`config.mk`:
```
export PLATFORM = sky130hd
export DESIGN_NAME = sas_adc_sequencer
export DESIGN_NICKNAME = d
export VERILOG_FILES = /design/src/sas_pkg.sv /design/src/sas_adc_sequencer.sv
export SDC_FILE = /design/constraint.sdc
export NUM_CORES = 1
export LEC_CHECK = 0
export BUFFER_PORTS_ARGS = -buffer_cell sky130_fd_sc_hd__buf_2
export CORE_MARGIN = 4
export CORE_UTILIZATION = 35
export DETAILED_ROUTE_END_ITERATION = 8
export PLACE_DENSITY = 0.68
export SLEW_MARGIN = 20
export SYNTH_ARGS = -nofsm -noshare
export SYNTH_HDL_FRONTEND = slang
export SYNTH_SLANG_ARGS = --single-unit
```
`constraint.sdc`:
```
create_clock -name CLK_IN -period 2.1 [get_ports CLK_IN]
set_input_delay 0.21 -clock CLK_IN [delete_from_list [all_inputs] [get_ports CLK_IN]]
set_output_delay 0.21 -clock CLK_IN [all_outputs]
set_load 0.01 [all_outputs]
```
`src/sas_pkg.sv`:
```
// Constants and types for the converter sequencer.
// Assumes one clock edge per machine cycle.
package sas_pkg;

    // Register indices; byte address is four times the index
    localparam logic [7:0] CTRL_IDX     = 8'hc5;
    localparam logic [7:0] RESHI_IDX    = 8'hc6;
    localparam logic [7:0] AUX_IDX      = 8'hc7;
    localparam logic [7:0] PWR_IDX      = 8'hc8;

    // Converter control field positions
    localparam int CTRL_RES1_BIT  = 7;
    localparam int CTRL_RES0_BIT  = 6;
    localparam int CTRL_EXTEN_BIT = 5;
    localparam int CTRL_DONE_BIT  = 4;
    localparam int CTRL_START_BIT = 3;
    localparam int CTRL_CHAN_LSB  = 0;
    // Auxiliary control field positions
    localparam int AUX_EIGHT_BIT  = 7;
    localparam int AUX_IDLEOP_BIT = 6;
    // Power mode field positions
    localparam int PWR_IDLE_BIT   = 0;
    localparam int PWR_PDOWN_BIT  = 1;

    localparam logic [7:0] CTRL_RESET = 8'h00;

    // Sequence timing in machine cycles
    localparam int INIT_CYC    = 2;
    localparam int SAMP10_CYC  = 8;
    localparam int TRIAL10_CYC = 4;
    localparam int BITS10      = 10;
    localparam int SAMP8_CYC   = 6;
    localparam int TRIAL8_CYC  = 2;
    localparam int BITS8       = 8;
    localparam int TOTAL10 = INIT_CYC + SAMP10_CYC + BITS10 * TRIAL10_CYC;
    localparam int TOTAL8  = INIT_CYC + SAMP8_CYC + BITS8 * TRIAL8_CYC;

    localparam logic [9:0] SAR_FIRST = 10'h200;

    localparam logic [1:0] RESP_OKAY   = 2'h0;
    localparam logic [1:0] RESP_SLVERR = 2'h2;

    typedef enum logic [1:0] {
        ST_IDLE = 2'b01,
        ST_CONV = 2'b10
    } sas_conv_t;

endpackage : sas_pkg

```
`src/sas_adc_sequencer.sv`:
```
// Successive approximation converter sequencer with AXI4-Lite registers.
// Assumes comparator and start pin synchronous to CLK_IN, one edge per
// machine cycle.
`timescale 1ns/1ps

// Operation
// - Eight-channel mux, ten-bit successive approximation
// - Eight-bit mode runs 24 cycles
// - Ten-bit conversion takes 50 cycles
// - Idle enable keeps converter alive in idle
// - External disabled: software start only
// - External enabled: software or rising pin edge
// - Pin edge seen, conversion starts next cycle
// - Software start begins next machine cycle
// - Start command and status are separate flops
// - Two init cycles; status set after first
// - Sample selected channel eight cycles, six in eight-bit mode
// - Load top bit, test bits downward
// - Four cycles per bit trial, two in eight-bit mode
// - Done sets, result to high byte, bits 7:6
// - Command and status clear after 50/24
// - Control bits 2:0 drive the mux
// - Running conversion ignores new starts
// - Result frozen while done flag set
// - Power-down, or idle without idle enable, aborts running conversion
module sas_adc_sequencer #(
    parameter int AW = 12
) (
    input  wire logic          CLK_IN,
    input  wire logic          RST_IN,
    input  wire logic [AW-1:0] S_AXI_AWADDR_IN,
    input  wire logic          S_AXI_AWVALID_IN,
    output      logic          S_AXI_AWREADY_OUT,
    input  wire logic [31:0]   S_AXI_WDATA_IN,
    input  wire logic [3:0]    S_AXI_WSTRB_IN,
    input  wire logic          S_AXI_WVALID_IN,
    output      logic          S_AXI_WREADY_OUT,
    output      logic [1:0]    S_AXI_BRESP_OUT,
    output      logic          S_AXI_BVALID_OUT,
    input  wire logic          S_AXI_BREADY_IN,
    input  wire logic [AW-1:0] S_AXI_ARADDR_IN,
    input  wire logic          S_AXI_ARVALID_IN,
    output      logic          S_AXI_ARREADY_OUT,
    output      logic [31:0]   S_AXI_RDATA_OUT,
    output      logic [1:0]    S_AXI_RRESP_OUT,
    output      logic          S_AXI_RVALID_OUT,
    input  wire logic          S_AXI_RREADY_IN,
    input  wire logic          EXT_START_IN,
    input  wire logic          CMP_IN,
    output      logic [2:0]    CHAN_SEL_OUT,
    output      logic [9:0]    LADDER_CODE_OUT,
    output      logic          SAMPLE_OUT,
    output      logic          ANALOG_ON_OUT
);

    typedef struct packed {
        sas_pkg::sas_conv_t st;
        logic [5:0]         cyc;
        logic               cmd;
        logic               status;
        logic               done;
        logic               mode8;
        logic [9:0]         sar;
        logic [9:0]         ptr;
        logic [9:0]         res;
        logic               ext_en;
        logic [2:0]         chan;
        logic               aux8;
        logic               auxidl;
        logic               idle;
        logic               pdown;
        logic               ext_prev;
        logic               aw_got;
        logic [AW-1:0]      awaddr;
        logic               w_got;
        logic [7:0]         wdata;
        logic               wlane0;
        logic               bvalid;
        logic [1:0]         bresp;
        logic               rvalid;
        logic [31:0]        rdata;
        logic [1:0]         rresp;
    } sas_state_t;

    sas_state_t s_r;
    sas_state_t s_nxt;

    logic          aw_take;
    logic          w_take;
    logic          wr_go;
    logic [AW-1:0] wr_addr;
    logic [7:0]    wr_data;
    logic          wr_lane;
    logic          sw_start;
    logic          done_clr;
    logic          ext_rise;
    logic          start_req;
    logic          go;
    logic          off;
    logic [5:0]    last_cyc;
    logic [5:0]    load_cyc;
    logic [5:0]    first_dec;
    logic [5:0]    dec_off;
    logic [5:0]    dec_msk;
    logic          dec;
    logic [9:0]    sar_dec;
    logic [7:0]    ctrl_rd;

    function automatic logic hit(input logic [AW-1:0] a, input logic [7:0] idx);
        hit = (a[AW-1:2] == (AW-2)'(idx)) && (a[1:0] == 2'h0);
    endfunction : hit

    function automatic logic mapped(input logic [AW-1:0] a);
        mapped = hit(a, sas_pkg::CTRL_IDX) || hit(a, sas_pkg::RESHI_IDX)
              || hit(a, sas_pkg::AUX_IDX) || hit(a, sas_pkg::PWR_IDX);
    endfunction : mapped

    assign S_AXI_AWREADY_OUT = !s_r.aw_got && !s_r.bvalid;
    assign S_AXI_WREADY_OUT  = !s_r.w_got && !s_r.bvalid;
    assign S_AXI_ARREADY_OUT = !s_r.rvalid;
    assign S_AXI_BVALID_OUT  = s_r.bvalid;
    assign S_AXI_BRESP_OUT   = s_r.bresp;
    assign S_AXI_RVALID_OUT  = s_r.rvalid;
    assign S_AXI_RDATA_OUT   = s_r.rdata;
    assign S_AXI_RRESP_OUT   = s_r.rresp;
    assign CHAN_SEL_OUT      = s_r.chan;
    assign LADDER_CODE_OUT   = s_r.sar;
    // powered off in idle unless enabled
    assign off               = s_r.pdown || (s_r.idle && !s_r.auxidl);
    assign ANALOG_ON_OUT     = !off;
    assign SAMPLE_OUT = (s_r.st == sas_pkg::ST_CONV)
                     && (s_r.cyc >= 6'(sas_pkg::INIT_CYC)) && (s_r.cyc <= load_cyc);

    assign last_cyc  = s_r.mode8 ? 6'(sas_pkg::TOTAL8 - 1) : 6'(sas_pkg::TOTAL10 - 1);
    assign load_cyc  = s_r.mode8 ? 6'(sas_pkg::INIT_CYC + sas_pkg::SAMP8_CYC - 1)
                                 : 6'(sas_pkg::INIT_CYC + sas_pkg::SAMP10_CYC - 1);
    assign first_dec = s_r.mode8 ? 6'(sas_pkg::INIT_CYC + sas_pkg::SAMP8_CYC
                                      + sas_pkg::TRIAL8_CYC - 1)
                                 : 6'(sas_pkg::INIT_CYC + sas_pkg::SAMP10_CYC
                                      + sas_pkg::TRIAL10_CYC - 1);
    assign dec_msk   = s_r.mode8 ? 6'(sas_pkg::TRIAL8_CYC - 1)
                                 : 6'(sas_pkg::TRIAL10_CYC - 1);
    assign dec_off   = s_r.cyc - first_dec;
    assign dec       = (s_r.cyc >= first_dec) && ((dec_off & dec_msk) == 6'h00);
    // keep bit when input above ladder, set next
    assign sar_dec   = (CMP_IN ? s_r.sar : (s_r.sar & ~s_r.ptr)) | (s_r.ptr >> 1);

    assign ctrl_rd = {s_r.res[1:0], s_r.ext_en, s_r.done, s_r.status, s_r.chan};

    always_comb begin
        s_nxt     = s_r;
        aw_take   = S_AXI_AWVALID_IN && S_AXI_AWREADY_OUT;
        w_take    = S_AXI_WVALID_IN && S_AXI_WREADY_OUT;
        wr_addr   = s_r.aw_got ? s_r.awaddr : S_AXI_AWADDR_IN;
        wr_data   = s_r.w_got ? s_r.wdata : S_AXI_WDATA_IN[7:0];
        wr_lane   = s_r.w_got ? s_r.wlane0 : S_AXI_WSTRB_IN[0];
        wr_go     = (s_r.aw_got || aw_take) && (s_r.w_got || w_take) && !s_r.bvalid;
        sw_start  = 1'b0;
        done_clr  = 1'b0;
        if (aw_take) begin
            s_nxt.aw_got = 1'b1;
            s_nxt.awaddr = S_AXI_AWADDR_IN;
        end
        if (w_take) begin
            s_nxt.w_got  = 1'b1;
            s_nxt.wdata  = S_AXI_WDATA_IN[7:0];
            s_nxt.wlane0 = S_AXI_WSTRB_IN[0];
        end
        if (s_r.bvalid && S_AXI_BREADY_IN) begin
            s_nxt.bvalid = 1'b0;
        end
        if (wr_go) begin
            s_nxt.aw_got = 1'b0;
            s_nxt.w_got  = 1'b0;
            s_nxt.bvalid = 1'b1;
            s_nxt.bresp  = mapped(wr_addr) ? sas_pkg::RESP_OKAY : sas_pkg::RESP_SLVERR;
            if (wr_lane && hit(wr_addr, sas_pkg::CTRL_IDX)) begin
                s_nxt.ext_en = wr_data[sas_pkg::CTRL_EXTEN_BIT];
                s_nxt.chan   = wr_data[sas_pkg::CTRL_CHAN_LSB +: 3];
                // software start sets the command flop
                sw_start     = wr_data[sas_pkg::CTRL_START_BIT];
                // zero written to done clears it
                done_clr     = !wr_data[sas_pkg::CTRL_DONE_BIT];
            end
            if (wr_lane && hit(wr_addr, sas_pkg::AUX_IDX)) begin
                s_nxt.aux8   = wr_data[sas_pkg::AUX_EIGHT_BIT];
                s_nxt.auxidl = wr_data[sas_pkg::AUX_IDLEOP_BIT];
            end
            if (wr_lane && hit(wr_addr, sas_pkg::PWR_IDX)) begin
                s_nxt.idle   = wr_data[sas_pkg::PWR_IDLE_BIT];
                s_nxt.pdown  = wr_data[sas_pkg::PWR_PDOWN_BIT];
            end
        end

        // rising pin edge caught at the cycle end
        s_nxt.ext_prev = EXT_START_IN;
        ext_rise  = EXT_START_IN && !s_r.ext_prev;
        start_req = sw_start || (s_r.ext_en && ext_rise);
        // start only when free and not done
        go        = start_req && (s_r.st == sas_pkg::ST_IDLE) && !s_r.done && !off;

        if (done_clr) begin
            s_nxt.done = 1'b0;
        end

        case (s_r.st)
            sas_pkg::ST_IDLE: begin
                if (go) begin
                    // command flop set apart from status
                    s_nxt.st    = sas_pkg::ST_CONV;
                    s_nxt.cyc   = 6'h00;
                    s_nxt.cmd   = 1'b1;
                    s_nxt.mode8 = s_r.aux8;
                end
            end
            sas_pkg::ST_CONV: begin
                if (off) begin
                    s_nxt.st     = sas_pkg::ST_IDLE;
                    s_nxt.cmd    = 1'b0;
                    s_nxt.status = 1'b0;
                end else begin
                    s_nxt.cyc = s_r.cyc + 6'h01;
                    // status set after first init cycle
                    if (s_r.cyc == 6'h00) begin
                        s_nxt.status = 1'b1;
                    end
                    if (s_r.cyc == load_cyc) begin
                        s_nxt.sar = sas_pkg::SAR_FIRST;
                        s_nxt.ptr = sas_pkg::SAR_FIRST;
                    end
                    if (dec) begin
                        s_nxt.sar = sar_dec;
                        s_nxt.ptr = s_r.ptr >> 1;
                    end
                    if (s_r.cyc == last_cyc) begin
                        s_nxt.st     = sas_pkg::ST_IDLE;
                        s_nxt.cmd    = 1'b0;
                        s_nxt.status = 1'b0;
                        s_nxt.done   = 1'b1;
                        s_nxt.res    = s_r.mode8 ? {sar_dec[9:2], 2'b00} : sar_dec;
                    end
                end
            end
            default: begin
                s_nxt.st = sas_pkg::ST_IDLE;
            end
        endcase

        if (s_r.rvalid && S_AXI_RREADY_IN) begin
            s_nxt.rvalid = 1'b0;
        end
        if (S_AXI_ARVALID_IN && S_AXI_ARREADY_OUT) begin
            s_nxt.rvalid = 1'b1;
            s_nxt.rresp  = mapped(S_AXI_ARADDR_IN) ? sas_pkg::RESP_OKAY
                                                   : sas_pkg::RESP_SLVERR;
            s_nxt.rdata  = 32'h0000_0000;
            if (hit(S_AXI_ARADDR_IN, sas_pkg::CTRL_IDX)) begin
                s_nxt.rdata = {24'h00_0000, ctrl_rd};
            end
            if (hit(S_AXI_ARADDR_IN, sas_pkg::RESHI_IDX)) begin
                s_nxt.rdata = {24'h00_0000, s_r.res[9:2]};
            end
            if (hit(S_AXI_ARADDR_IN, sas_pkg::AUX_IDX)) begin
                s_nxt.rdata = {24'h00_0000, s_r.aux8, s_r.auxidl, 6'h00};
            end
            if (hit(S_AXI_ARADDR_IN, sas_pkg::PWR_IDX)) begin
                s_nxt.rdata = {24'h00_0000, 6'h00, s_r.pdown, s_r.idle};
            end
        end
    end

    always_ff @(posedge CLK_IN) begin
        if (RST_IN) begin
            s_r    <= '0;
            s_r.st <= sas_pkg::ST_IDLE;
        end else begin
            s_r    <= s_nxt;
        end
    end
endmodule : sas_adc_sequencer

```
## Word level (Yosys, flattened, before mapping)

Index checks and enable logic that the tools add are counted.

- Register bits: 111
- Bits of input ports: 69
- Logic and storage cells: 154

- Add/sub/neg operators: 2
- Order comparisons: 3
- Eq/ne operators: 15
- Multiplexer cells: 37
- Bitwise gates (word level): 5
- Reductions and logical operators: 67

Operators with widths:

| cell | count |
|---|---|
| $mux W32 | 3 |
| $eq A10 B8 Y1 const B | 8 |
| $mux W20 | 2 |
| $mux W35 | 1 |
| $logic_and A1 B1 Y1 | 29 |
| $mux W8 | 2 |
| $mux W2 | 7 |
| $pmux W7 S2 | 1 |
| $logic_not A6 Y1 | 2 |
| $mux W12 | 1 |
| $mux W6 | 2 |
| $reduce_and A2 Y1 | 6 |
| $mux W1 | 11 |
| $and A10 B10 Y10 | 1 |
| $logic_or A1 B1 Y1 | 10 |
| $mux W10 | 1 |
| $not A10 Y10 | 1 |
| $or A10 B9 Y10 | 1 |
| $logic_not A1 Y1 | 9 |
| $mux W3 | 3 |
| $mux W9 | 1 |
| $reduce_and A3 Y1 | 3 |
| $reduce_bool A2 Y1 | 4 |
| $add A6 B1 Y6 const B | 1 |
| other kinds (17) | 19 |

## Logic depth before layout (Yosys ltp)

Gate-level depths: netlist (run 1).

- Depth after elaboration: 13
- Gate-level depth with buffers: 9
- Depth with buffers taken out: 7

## Worst setup path after synthesis (run 1)

OpenSTA, ideal clock, no wires.

- Path kind: reg-to-reg
- Start: register s_r[100] in the netlist's numbering
- End: register s_r[78] in the netlist's numbering
- Library setup time: 0.086 ns
- Data arrival time: 2.001 ns
- Required time: 2.014 ns
- Path slack: 0.014 ns
- Stages on the path, launching flop included: 9
- Buffers on the path: 1
- Period minus slack after synthesis: 2.086 ns
- Path through: dfxtp_1 inv_1 ha_1 nand3_1 or4b_4 nor2_4 buf_4 nor2_1 a211oi_1

- Word-level cells in the longest chain between the ends: 3

RTL lines:

| item | RTL line | source |
|---|---|---|
| from (decl) | sas_adc_sequencer.sv:85 | `sas_state_t s_r;` |
| from (signal assigned) | sas_adc_sequencer.sv:277 | `s_r <= s_nxt;` |
| $mux W6 | sas_adc_sequencer.sv:134 | `assign last_cyc = s_r.mode8 ? 6'(sas_pkg::TOTAL8 - 1) : 6'(sas_pkg::TOTAL10 - 1);` |
| $eq A6 B6 Y1 | sas_adc_sequencer.sv:235 | `if (s_r.cyc == last_cyc) begin` |
| $reduce_and A3 Y1 (no line) | - |  |

No other way between the ends.
A chain may end at the register's enable or synchronous reset.

## Worst setup path in the final report (run 1)

- Start: register s_r[60] in the netlist's numbering
- End: register s_r, in the netlist CHAN_SEL_OUT[1]

- Word-level cells in the longest chain between the ends: 7
- Elaborated cells between the ends (all ways): 12
- Classes of those cells: 1 x eq/ne; 1 x mux; 10 x reduce/logical

RTL lines:

| item |
|---|
| branches (longest 6 deep; another with $mux W12) |
| $reduce_and A2 Y1 (no line) (*) |

Mark *: on every way between the ends.

==> impl_summary.log, run 1 <==
[metrics] VDD IR-drop max: between 0.0005 and 0.0006 V
[metrics] Die Width: 121.9 µm
[metrics] synthesized cell area: ~4500 µm²
[metrics] origin of the critical flop-to-flop path: s_r[60]
[metrics] average size of a mapped cell: 8.380 µm²
[metrics] number of buffers on the longest clock path: 2
[metrics] htree depth: 3
[metrics] highest clock frequency the design can meet: 505.4 MHz
[metrics] adder-cell share of the synthesized area: 0.02479
[metrics] I/O pin count: 125
[metrics] Worst R2R Setup Slack: 0.12 ns
[metrics] Buffers on Ports: 71
[metrics] main combinational cell family by area after synthesis: compound AO/OA/AOI/OAI gates
[metrics] top cells by area in the synthesized netlist: sky130_fd_sc_hd__dfxtp_1 37%, sky130_fd_sc_hd__buf_4 8.4%, sky130_fd_sc_hd__a21oi_1 7.5%
[metrics] number of antenna violations at the first check in global routing: 0
[metrics] effective utilization at floorplan: 0.3584
[metrics] clk sinks: 85
[metrics] most frequent cell after synthesis: sky130_fd_sc_hd__dfxtp_1
[metrics] biggest area consumer among synthesized cells: sky130_fd_sc_hd__dfxtp_1
[metrics] number of synthesized register bits: 85
[metrics] run status: complete, no violations
[metrics] transition at the pin with the smallest max-transition slack: between 0.6 and 0.7 ns
[metrics] proportion of synthesized area in mux cells: 0.03361
[metrics] Data required, critical path: 2.33 ns
[metrics] Post-synth ARST share: 0
[metrics] routed vias: 4068
[metrics] RD Place Congestion: 0.8917
[metrics] number of CTS-inserted buffers: 9
[metrics] number of placement rows: 41
[metrics] Clock Skews: about 0.0082 ns
[metrics] utilization after layout: 0.4247
[metrics] setup repair after global routing missed its margin: no
[metrics] worst min-delay path class: in -> reg
[metrics] Critical Path Start Type: register
[metrics] post-DP HPWL: 8516 µm
[metrics] area inside the core boundary: 12670 µm²
[metrics] arrival time at the worst endpoint: 2.21 ns
[metrics] ranking of synthesized cells by instance count: 85 x sky130_fd_sc_hd__dfxtp_1, 68 x sky130_fd_sc_hd__a21oi_1, 58 x sky130_fd_sc_hd__nand2_1
[metrics] primary flip-flop cell chosen by synthesis mapping: sky130_fd_sc_hd__dfxtp_1
[metrics] Ant. Diodes: 0
[metrics] count of cells along the worst hold path: 2
[metrics] number of DRC markers in iteration 0: 218
[metrics] fraction of the mapped netlist area in compound gates: 0.2289
[metrics] number of warnings reported in the yosys synthesis log: 0
[metrics] Hold Vio Cnt, Final: 0
[metrics] fraction of the cycle the final worst path needs: 0.9421
[metrics] Max-Slew Margin vs Limit: 0.5804
[metrics] largest fanout on the critical path: 12
[metrics] worst hold start: S_AXI_RREADY_IN
[metrics] max_cap viols: 0
[metrics] via density per instance: 5.222
[metrics] Tot GR Track Use: 0.1538
[metrics] Routed Wire Length: 11380 µm
[metrics] area share of and/or/nand/nor cells after synthesis: 0.2220
[metrics] Worst-Skew Late Latency: roughly 0.34 ns
[metrics] clock-pin slew on the worst setup and hold paths: 0.06 ns
[metrics] Setup CP Type: reg -> reg
[metrics] setup TNS: 0 ns
[metrics] Worst setup EP type: register
[metrics] WL per Instance: 14.61 µm
[metrics] power per unit of standard cell area: ~720 nW/µm²
[metrics] Syn Inst Count: approximately 540
[metrics] max-slew violation count: 0
[metrics] # DRC: 0
[metrics] Detail Route Antenna Nets: 0
[metrics] CTS tree: built
[metrics] wire length of the first global-routing pass: 18520 µm
[metrics] Lkg Pwr: 1.989 nW
[metrics] detailed-router iteration count before antenna repair: 4
[metrics] Syn-to-layout area delta: 18.48%
[metrics] pin count of the biggest net entering global routing: 30
[metrics] count of different cell masters after synthesis: 61
[metrics] endpoint of the worst hold-timing path: S_AXI_RVALID_OUT
[metrics] Tmin final: roughly 2.0 ns
[metrics] DIE HEIGHT: 121.9 µm
[metrics] global-route congestion overflow total: 0
[metrics] post-synthesis share of cell area spent on xor and xnor gates: 0.001928
[metrics] count of endpoints failing setup in the final report: 0
[metrics] top cell type's share of synthesized area: 0.3747
[metrics] total number of nets in the final design: 680
[metrics] CTS root buffer: sky130_fd_sc_hd__clkbuf_16
[metrics] reg2reg path depth: 6
[metrics] via count of the first global-routing pass: 3860
[metrics] die footprint: between 10000 and 15000 µm²
[metrics] fraction of final layout cells with drive strength greater than 1: 0.2356
[metrics] Final Hold Slack: 0.05274 ns
[metrics] number of enable flip-flop cells after synthesis: 0
[metrics] sequential element share of the synthesized area: 0.3747
[metrics] Reg2Reg Capture Point: CHAN_SEL_OUT[1]
how the worst max path moves through the flow:
stage,startpoint,endpoint
3_5_place_dp,s_r[60],s_r[63]
3_3_place_gp,s_r[60],s_r[62]
4_1_cts,s_r[60],s_r[63]
5_1_grt,s_r[100],s_r[72]
2_1_floorplan,s_r[100],s_r[78]
6_report,s_r[60],CHAN_SEL_OUT[1]
routing by layer:
metal	up-vias	wire, µm	global-route usage
met5	-	0	0
met4	0	346	0.06723
met3	26	548	0.03760
met2	99	5545	0.2483
met1	1921	4940	0.1955
li1	2022	-	-
stage by stage:
step / instances / total power (W) / setup slack (ns) / cell area, µm²
after floorplan: 567 / 0.001993 / 0.01361 / 4636
after global placement: 763 / 0.002062 / 0.02379 / 4985
after detailed placement: 763 / 0.002073 / 0.008895 / 4985
after CTS: 779 / 0.003905 / 0.004086 / 5324
after global routing: 779 / 0.004018 / 0.01840 / 5381
final: 779 / 0.003875 / 0.1215 / 5381
report_power, final:
| part | switching (W) | total [W] | internal, W | leakage [nW] |
|---|---|---|---|---|
| Sequential | 0.0000336 | 0.00169 | 0.00166 | 0.691 |
| Clock | 0.000664 | 0.00183 | 0.00117 | 0.160 |
| Combinational | 0.000219 | 0.000352 | 0.000133 | 1.14 |
timing repair:
item	in CTS	in global routing
setup buffers	0	0
gates resized for setup	0	12
hold endpoints to repair	0	0
hold buffers	0	0
endpoints found under the setup margin	0	32
registers in the layout, indices dropped and copies added, names as in the netlist:
| register | flops |
|---|---|
| S_AXI_BVALID_OUT | 1 |
| CHAN_SEL_OUT | 3 |
| S_AXI_RVALID_OUT | 1 |
| ctrl_rd | 5 |
| s_r | 55 |
| LADDER_CODE_OUT | 10 |
| S_AXI_RDATA_OUT | 8 |
| S_AXI_BRESP_OUT | 1 |
| S_AXI_RRESP_OUT | 1 |
final cells by class:
class | instances | area (µm²)
Sequential cell | 85 | 1704
Fill cell | 1259 | 7289
Clock buffer | 11 | 232.7
Timing Repair Buffer | 103 | 624.3
Tap cell | 172 | 215.2
Multi-Input combinational cell | 397 | 2476
Clock inverter | 5 | 106.4
Inverter | 6 | 22.52
kinds of logic after synthesis:
kind of cell               Yosys count
AOI/OAI and AO/OA                  151
DFF                                 85
adders and majority gates            9
buffers and inverters               85
muxes                               15
xor gates and xnor gates             1
other                                1
and+or+nand+nor                    195
cells in the final DEF (no fill, tap or decap), types with 3 or more instances in the layout:
master,synthesis,final
sky130_fd_sc_hd__a21oi_1,68,68
sky130_fd_sc_hd__a221oi_1,3,3
sky130_fd_sc_hd__a21o_1,3,3
sky130_fd_sc_hd__o211ai_1,19,19
sky130_fd_sc_hd__nand2b_1,16,16
sky130_fd_sc_hd__nand3b_1,4,4
sky130_fd_sc_hd__a211oi_1,15,11
sky130_fd_sc_hd__buf_2,3,71
sky130_fd_sc_hd__conb_1,1,26
sky130_fd_sc_hd__and4_1,3,3
sky130_fd_sc_hd__or3_1,10,9
sky130_fd_sc_hd__nand3_1,19,19
sky130_fd_sc_hd__nand2_1,58,58
sky130_fd_sc_hd__a211oi_2,0,4
sky130_fd_sc_hd__a311oi_1,3,3
sky130_fd_sc_hd__dfxtp_1,85,83
sky130_fd_sc_hd__and2_1,3,3
sky130_fd_sc_hd__ha_1,9,8
sky130_fd_sc_hd__bufinv_16,0,3
sky130_fd_sc_hd__mux2i_1,13,13
sky130_fd_sc_hd__a2111oi_4,2,3
sky130_fd_sc_hd__o21ai_0,10,10
sky130_fd_sc_hd__o2111ai_1,3,3
sky130_fd_sc_hd__nor2_1,35,35
sky130_fd_sc_hd__nor2b_1,10,10
sky130_fd_sc_hd__inv_1,6,5
sky130_fd_sc_hd__clkbuf_16,0,9
sky130_fd_sc_hd__buf_4,51,29
sky130_fd_sc_hd__a222oi_1,5,5
sky130_fd_sc_hd__nand4_1,3,3
sky130_fd_sc_hd__nor3_1,18,18
worst max-delay path, stage by stage, from the launching register on:
cell                        delay, ns
sky130_fd_sc_hd__dfxtp_2         0.38
sky130_fd_sc_hd__or3b_4          0.42
sky130_fd_sc_hd__a22o_4          0.30
sky130_fd_sc_hd__a2111oi_4       0.35
sky130_fd_sc_hd__buf_6           0.19
sky130_fd_sc_hd__mux2i_1         0.18
sky130_fd_sc_hd__nor2_1          0.05
Note: power is estimated with default switching activity, not from simulation.
==> inputs of run 2 (changes only) <==
--- a/config.mk
+++ b/config.mk
@@ -7,8 +7,10 @@
 export LEC_CHECK = 0
 export BUFFER_PORTS_ARGS = -buffer_cell sky130_fd_sc_hd__buf_2
+export CAP_MARGIN = 40
 export CORE_MARGIN = 4
 export CORE_UTILIZATION = 35
 export DETAILED_ROUTE_END_ITERATION = 8
 export PLACE_DENSITY = 0.68
+export REMOVE_ABC_BUFFERS = 1
 export SLEW_MARGIN = 20
 export SYNTH_ARGS = -nofsm -noshare
==> constraint.sdc (replaced) <==
create_clock -name CLK_IN -period 2.1 [get_ports CLK_IN]
set_input_delay 0.21 -clock CLK_IN [delete_from_list [all_inputs] [get_ports CLK_IN]]
set_output_delay 0.21 -clock CLK_IN [all_outputs]
set_load 0.005 [all_outputs]
==> impl_summary.log, run 2 (same netlist as run 1, synthesis figures left out) <==
[metrics] run status: complete, no violations (unchanged)
[metrics] wire length of the first global-routing pass: 19210 µm (was 18520 µm)
[metrics] number of CTS-inserted buffers: 9 (unchanged)
[metrics] total length of routed met2 wires: 5612 µm (was 5545 µm)
[metrics] clock-pin slew on the worst setup and hold paths: 0.06 ns (about the same)
[metrics] DIE HEIGHT: 121.9 µm (unchanged)
[metrics] max_cap viols: 0 (unchanged)
[metrics] detailed-router iteration count before antenna repair: 5 (was 4)
[metrics] internal power consumption: 0.003024 W (was 0.002959 W)
[metrics] count of endpoints failing setup in the final report: 0 (unchanged)
[metrics] combinational power share: 0.089 (was 0.091)
[metrics] power per unit of standard cell area: 725.2 nW/µm² (was 720.0 nW/µm²)
[metrics] Syn-to-layout area delta: 19.01% (was 18.48%)
[metrics] Metal-1 WL: 5225 µm (was 4940 µm)
[metrics] number of DRC markers in iteration 0: 273 (was 218)
[metrics] transition at the pin with the smallest max-transition slack: 0.7645 ns (was 0.6252 ns)
[metrics] largest fanout on the critical path: 14 (was 12)
[metrics] # DRC: 0 (unchanged)
[metrics] Final Hold Slack: 0.06632 ns (was 0.05274 ns)
[metrics] clk sinks: 85 (unchanged)
[metrics] fraction of the cycle the final worst path needs: 0.9487 (was 0.9421)
[metrics] area inside the core boundary: 12670 µm² (unchanged)
[metrics] slowest stage delay, CP: 0.53 ns (was 0.42 ns)
[metrics] post-DP HPWL: 8673 µm (was 8516 µm)
[metrics] total number of nets in the final design: 681 (was 680)
[metrics] Lkg Pwr: 2.005 nW (was 1.989 nW)
[metrics] Largest register FFs: 55 (unchanged)
[metrics] Die Width: 121.9 µm (unchanged)
[metrics] effective utilization at floorplan: 0.3584 (unchanged)
[metrics] VDD IR-drop max: 0.0003960 V (was 0.0005541 V)
[metrics] Critical Path Start Type: register (unchanged)
[metrics] Detail Route Antenna Nets: 0 (unchanged)
[metrics] met3 layer wire length in the routed design: 779 µm (was 548 µm)
[metrics] most frequent cells in the layout: 84 x sky130_fd_sc_hd__dfxtp_1, 71 x sky130_fd_sc_hd__buf_2, 67 x sky130_fd_sc_hd__a21oi_1 (was 83 x sky130_fd_sc_hd__dfxtp_1, 71 x sky130_fd_sc_hd__buf_2, 68 x sky130_fd_sc_hd__a21oi_1)
[metrics] largest register by flop count: s_r (unchanged)
[metrics] NetSw: 0.0008963 W (was 0.0009157 W)
[metrics] arrival time at the worst endpoint: 2.24 ns (was 2.21 ns)
[metrics] global-route congestion overflow total: 0 (unchanged)
[metrics] Setup CP Type: reg -> reg (unchanged)
[metrics] most common library cell in the layout ignoring fill and taps: sky130_fd_sc_hd__dfxtp_1 (unchanged)
[metrics] pin count of the biggest net entering global routing: 72 (was 30)
[metrics] via density per instance: 5.250 (was 5.222)
[metrics] Worst-Skew Late Latency: 0.34 ns (about the same)
[metrics] die footprint: 14860 µm² (unchanged)
[metrics] number of placement rows: 41 (unchanged)
[metrics] top layer in use: met4 (unchanged)
[metrics] worst setup margin: 0.1078 ns (was 0.1215 ns)
[metrics] Ant. Diodes: 0 (unchanged)
[metrics] via count of the first global-routing pass: 3988 (was 3860)
[metrics] Data required, critical path: 2.35 ns (was 2.33 ns)
[metrics] htree depth: 3 (unchanged)
[metrics] Worst setup EP type: register (unchanged)
[metrics] CTS root buffer: sky130_fd_sc_hd__clkbuf_16 (unchanged)
[metrics] number of buffers on the longest clock path: 2 (unchanged)
[metrics] max-slew violation count: 0 (unchanged)
[metrics] CTS tree: built (unchanged)
[metrics] number of inserted filler cells in the final layout: 1226 (was 1259)
[metrics] register area: 1703 µm² (was 1704 µm²)
[metrics] Switching Fraction: 0.2287 (was 0.2363)
[metrics] fraction of final layout cells with drive strength greater than 1: 0.2319 (was 0.2356)
[metrics] quantity of hold-fixing buffers added after cts: 0 (unchanged)
[metrics] Setup Slack @ Placement: 0.03573 ns (was 0.008895 ns)
[metrics] worst min-delay path class: in -> reg (unchanged)
[metrics] Tot GR Track Use: 0.1612 (was 0.1538)
[metrics] critical path's slowest cell: sky130_fd_sc_hd__or4b_4 (was sky130_fd_sc_hd__or3b_4)
[metrics] portion of total power attributed to the clock network: 0.479 (was 0.473)
[metrics] area of the multi-input gates: 2461 µm² (was 2476 µm²)
[metrics] Tmin final: 1.992 ns (was 1.978 ns)
[metrics] list of cells traversed by the critical path: inv_2 -> ha_1 -> nand3_1 -> or4b_4 -> nor2_4 -> buf_12 -> nor2_1 -> a211oi_1 (was or3b_4 -> a22o_4 -> a2111oi_4 -> buf_6 -> mux2i_1 -> nor2_1)
[metrics] Hold Vio Cnt, Final: 0 (unchanged)
[metrics] number of antenna violations at the first check in global routing: 0 (unchanged)
[metrics] register share of total power: 0.431 (was 0.437)
[metrics] routed vias: 4095 (was 4068)
[metrics] Buffers on Ports: 71 (unchanged)
[metrics] I/O pin count: 125 (unchanged)
[metrics] Max-Slew Margin vs Limit: 0.4869 (was 0.5804)
[metrics] highest clock frequency the design can meet: 501.9 MHz (was 505.4 MHz)
[metrics] RD Place Congestion: 0.8362 (was 0.8917)
[metrics] Clock Skews: 0.007778 ns (was 0.008237 ns)
[metrics] Routed Wire Length: 11910 µm (was 11380 µm)
[metrics] WL per Instance: 15.26 µm (was 14.61 µm)
-- run 2: cell types whose count changed in the layout (fill, tap and decap cells not counted), moves of 2 or more --
cell and delta:
sky130_fd_sc_hd__clkbuf_8 +2, sky130_fd_sc_hd__a211oi_1 +2, sky130_fd_sc_hd__clkbuf_1 -2, sky130_fd_sc_hd__a211oi_2 -2
-- run 2: power by group through the flow --
| stage | logic, W | clock network (W) | registers [W] |
|---|---|---|---|
| floorplan | 0.000174 | 0 | 0.00173 |
| global placement | 0.000333 | 0 | 0.00172 |
| detailed placement | 0.000344 | 0 | 0.00173 |
| CTS | 0.000346 | 0.00191 | 0.00169 |
| global route | 0.000393 | 0.00198 | 0.00170 |
| finish | 0.000350 | 0.00188 | 0.00169 |
-- run 2: worst paths after layout --
check	start	to	slack (ns)	depth (start not counted)
hold reg to reg	s_r[49]	s_r[49]	0.46	2
setup reg to reg	s_r[100]	s_r[73]	0.11	8
hold / removal	S_AXI_RREADY_IN	S_AXI_RVALID_OUT	0.07	2
setup / recovery	s_r[100]	s_r[73]	0.11	8
-- run 2: timing repair --
action | CTS | global route
gates resized for setup | 0 | 9
endpoints found under the setup margin | 1 | 22
pin swaps | 0 | 1
buffers inserted | 0 | 3
-- run 2: per-stage QoR --
stage	cell area, µm²	setup TNS, ns	utilization	cells	total power (W)
2_1_floorplan	4144	-15.51	-	488	0.001900
3_3_place_gp	4982	0	0.3932	761	0.002055
3_5_place_dp	4982	0	0.3932	761	0.002069
4_1_cts	5341	-0.006163	0.4215	777	0.003944
5_1_grt	5405	-0.008044	0.4266	780	0.004064
6_report	5405	0	0.4266	780	0.003920
-- run 2: worst max-delay path, delay by kind of cell, from the launching register on --
family / cells / cell delay (ns)
fa+ha+maj: 1 / 0.29
simple gates: 4 / 0.84
compound gates: 1 / 0.21
flops: 1 / 0.34
buf+inv: 2 / 0.21
-- run 2: layout make-up --
class                      count  share of cell area
inverter                       6            0.004167
clock buffer                  11             0.04676
sequential                    85              0.3150
timing repair buffer         104              0.1192
clock inverter                 5             0.01968
multi-input combinational    397              0.4553
tap                          172             0.03981
-- run 2: per-layer routing --
metal  GRT usage  vias up
met4     0.06933        0
met2      0.2586      150
met1      0.2074     1909
met5           0        -
li1            -     2009
met3     0.03807       27
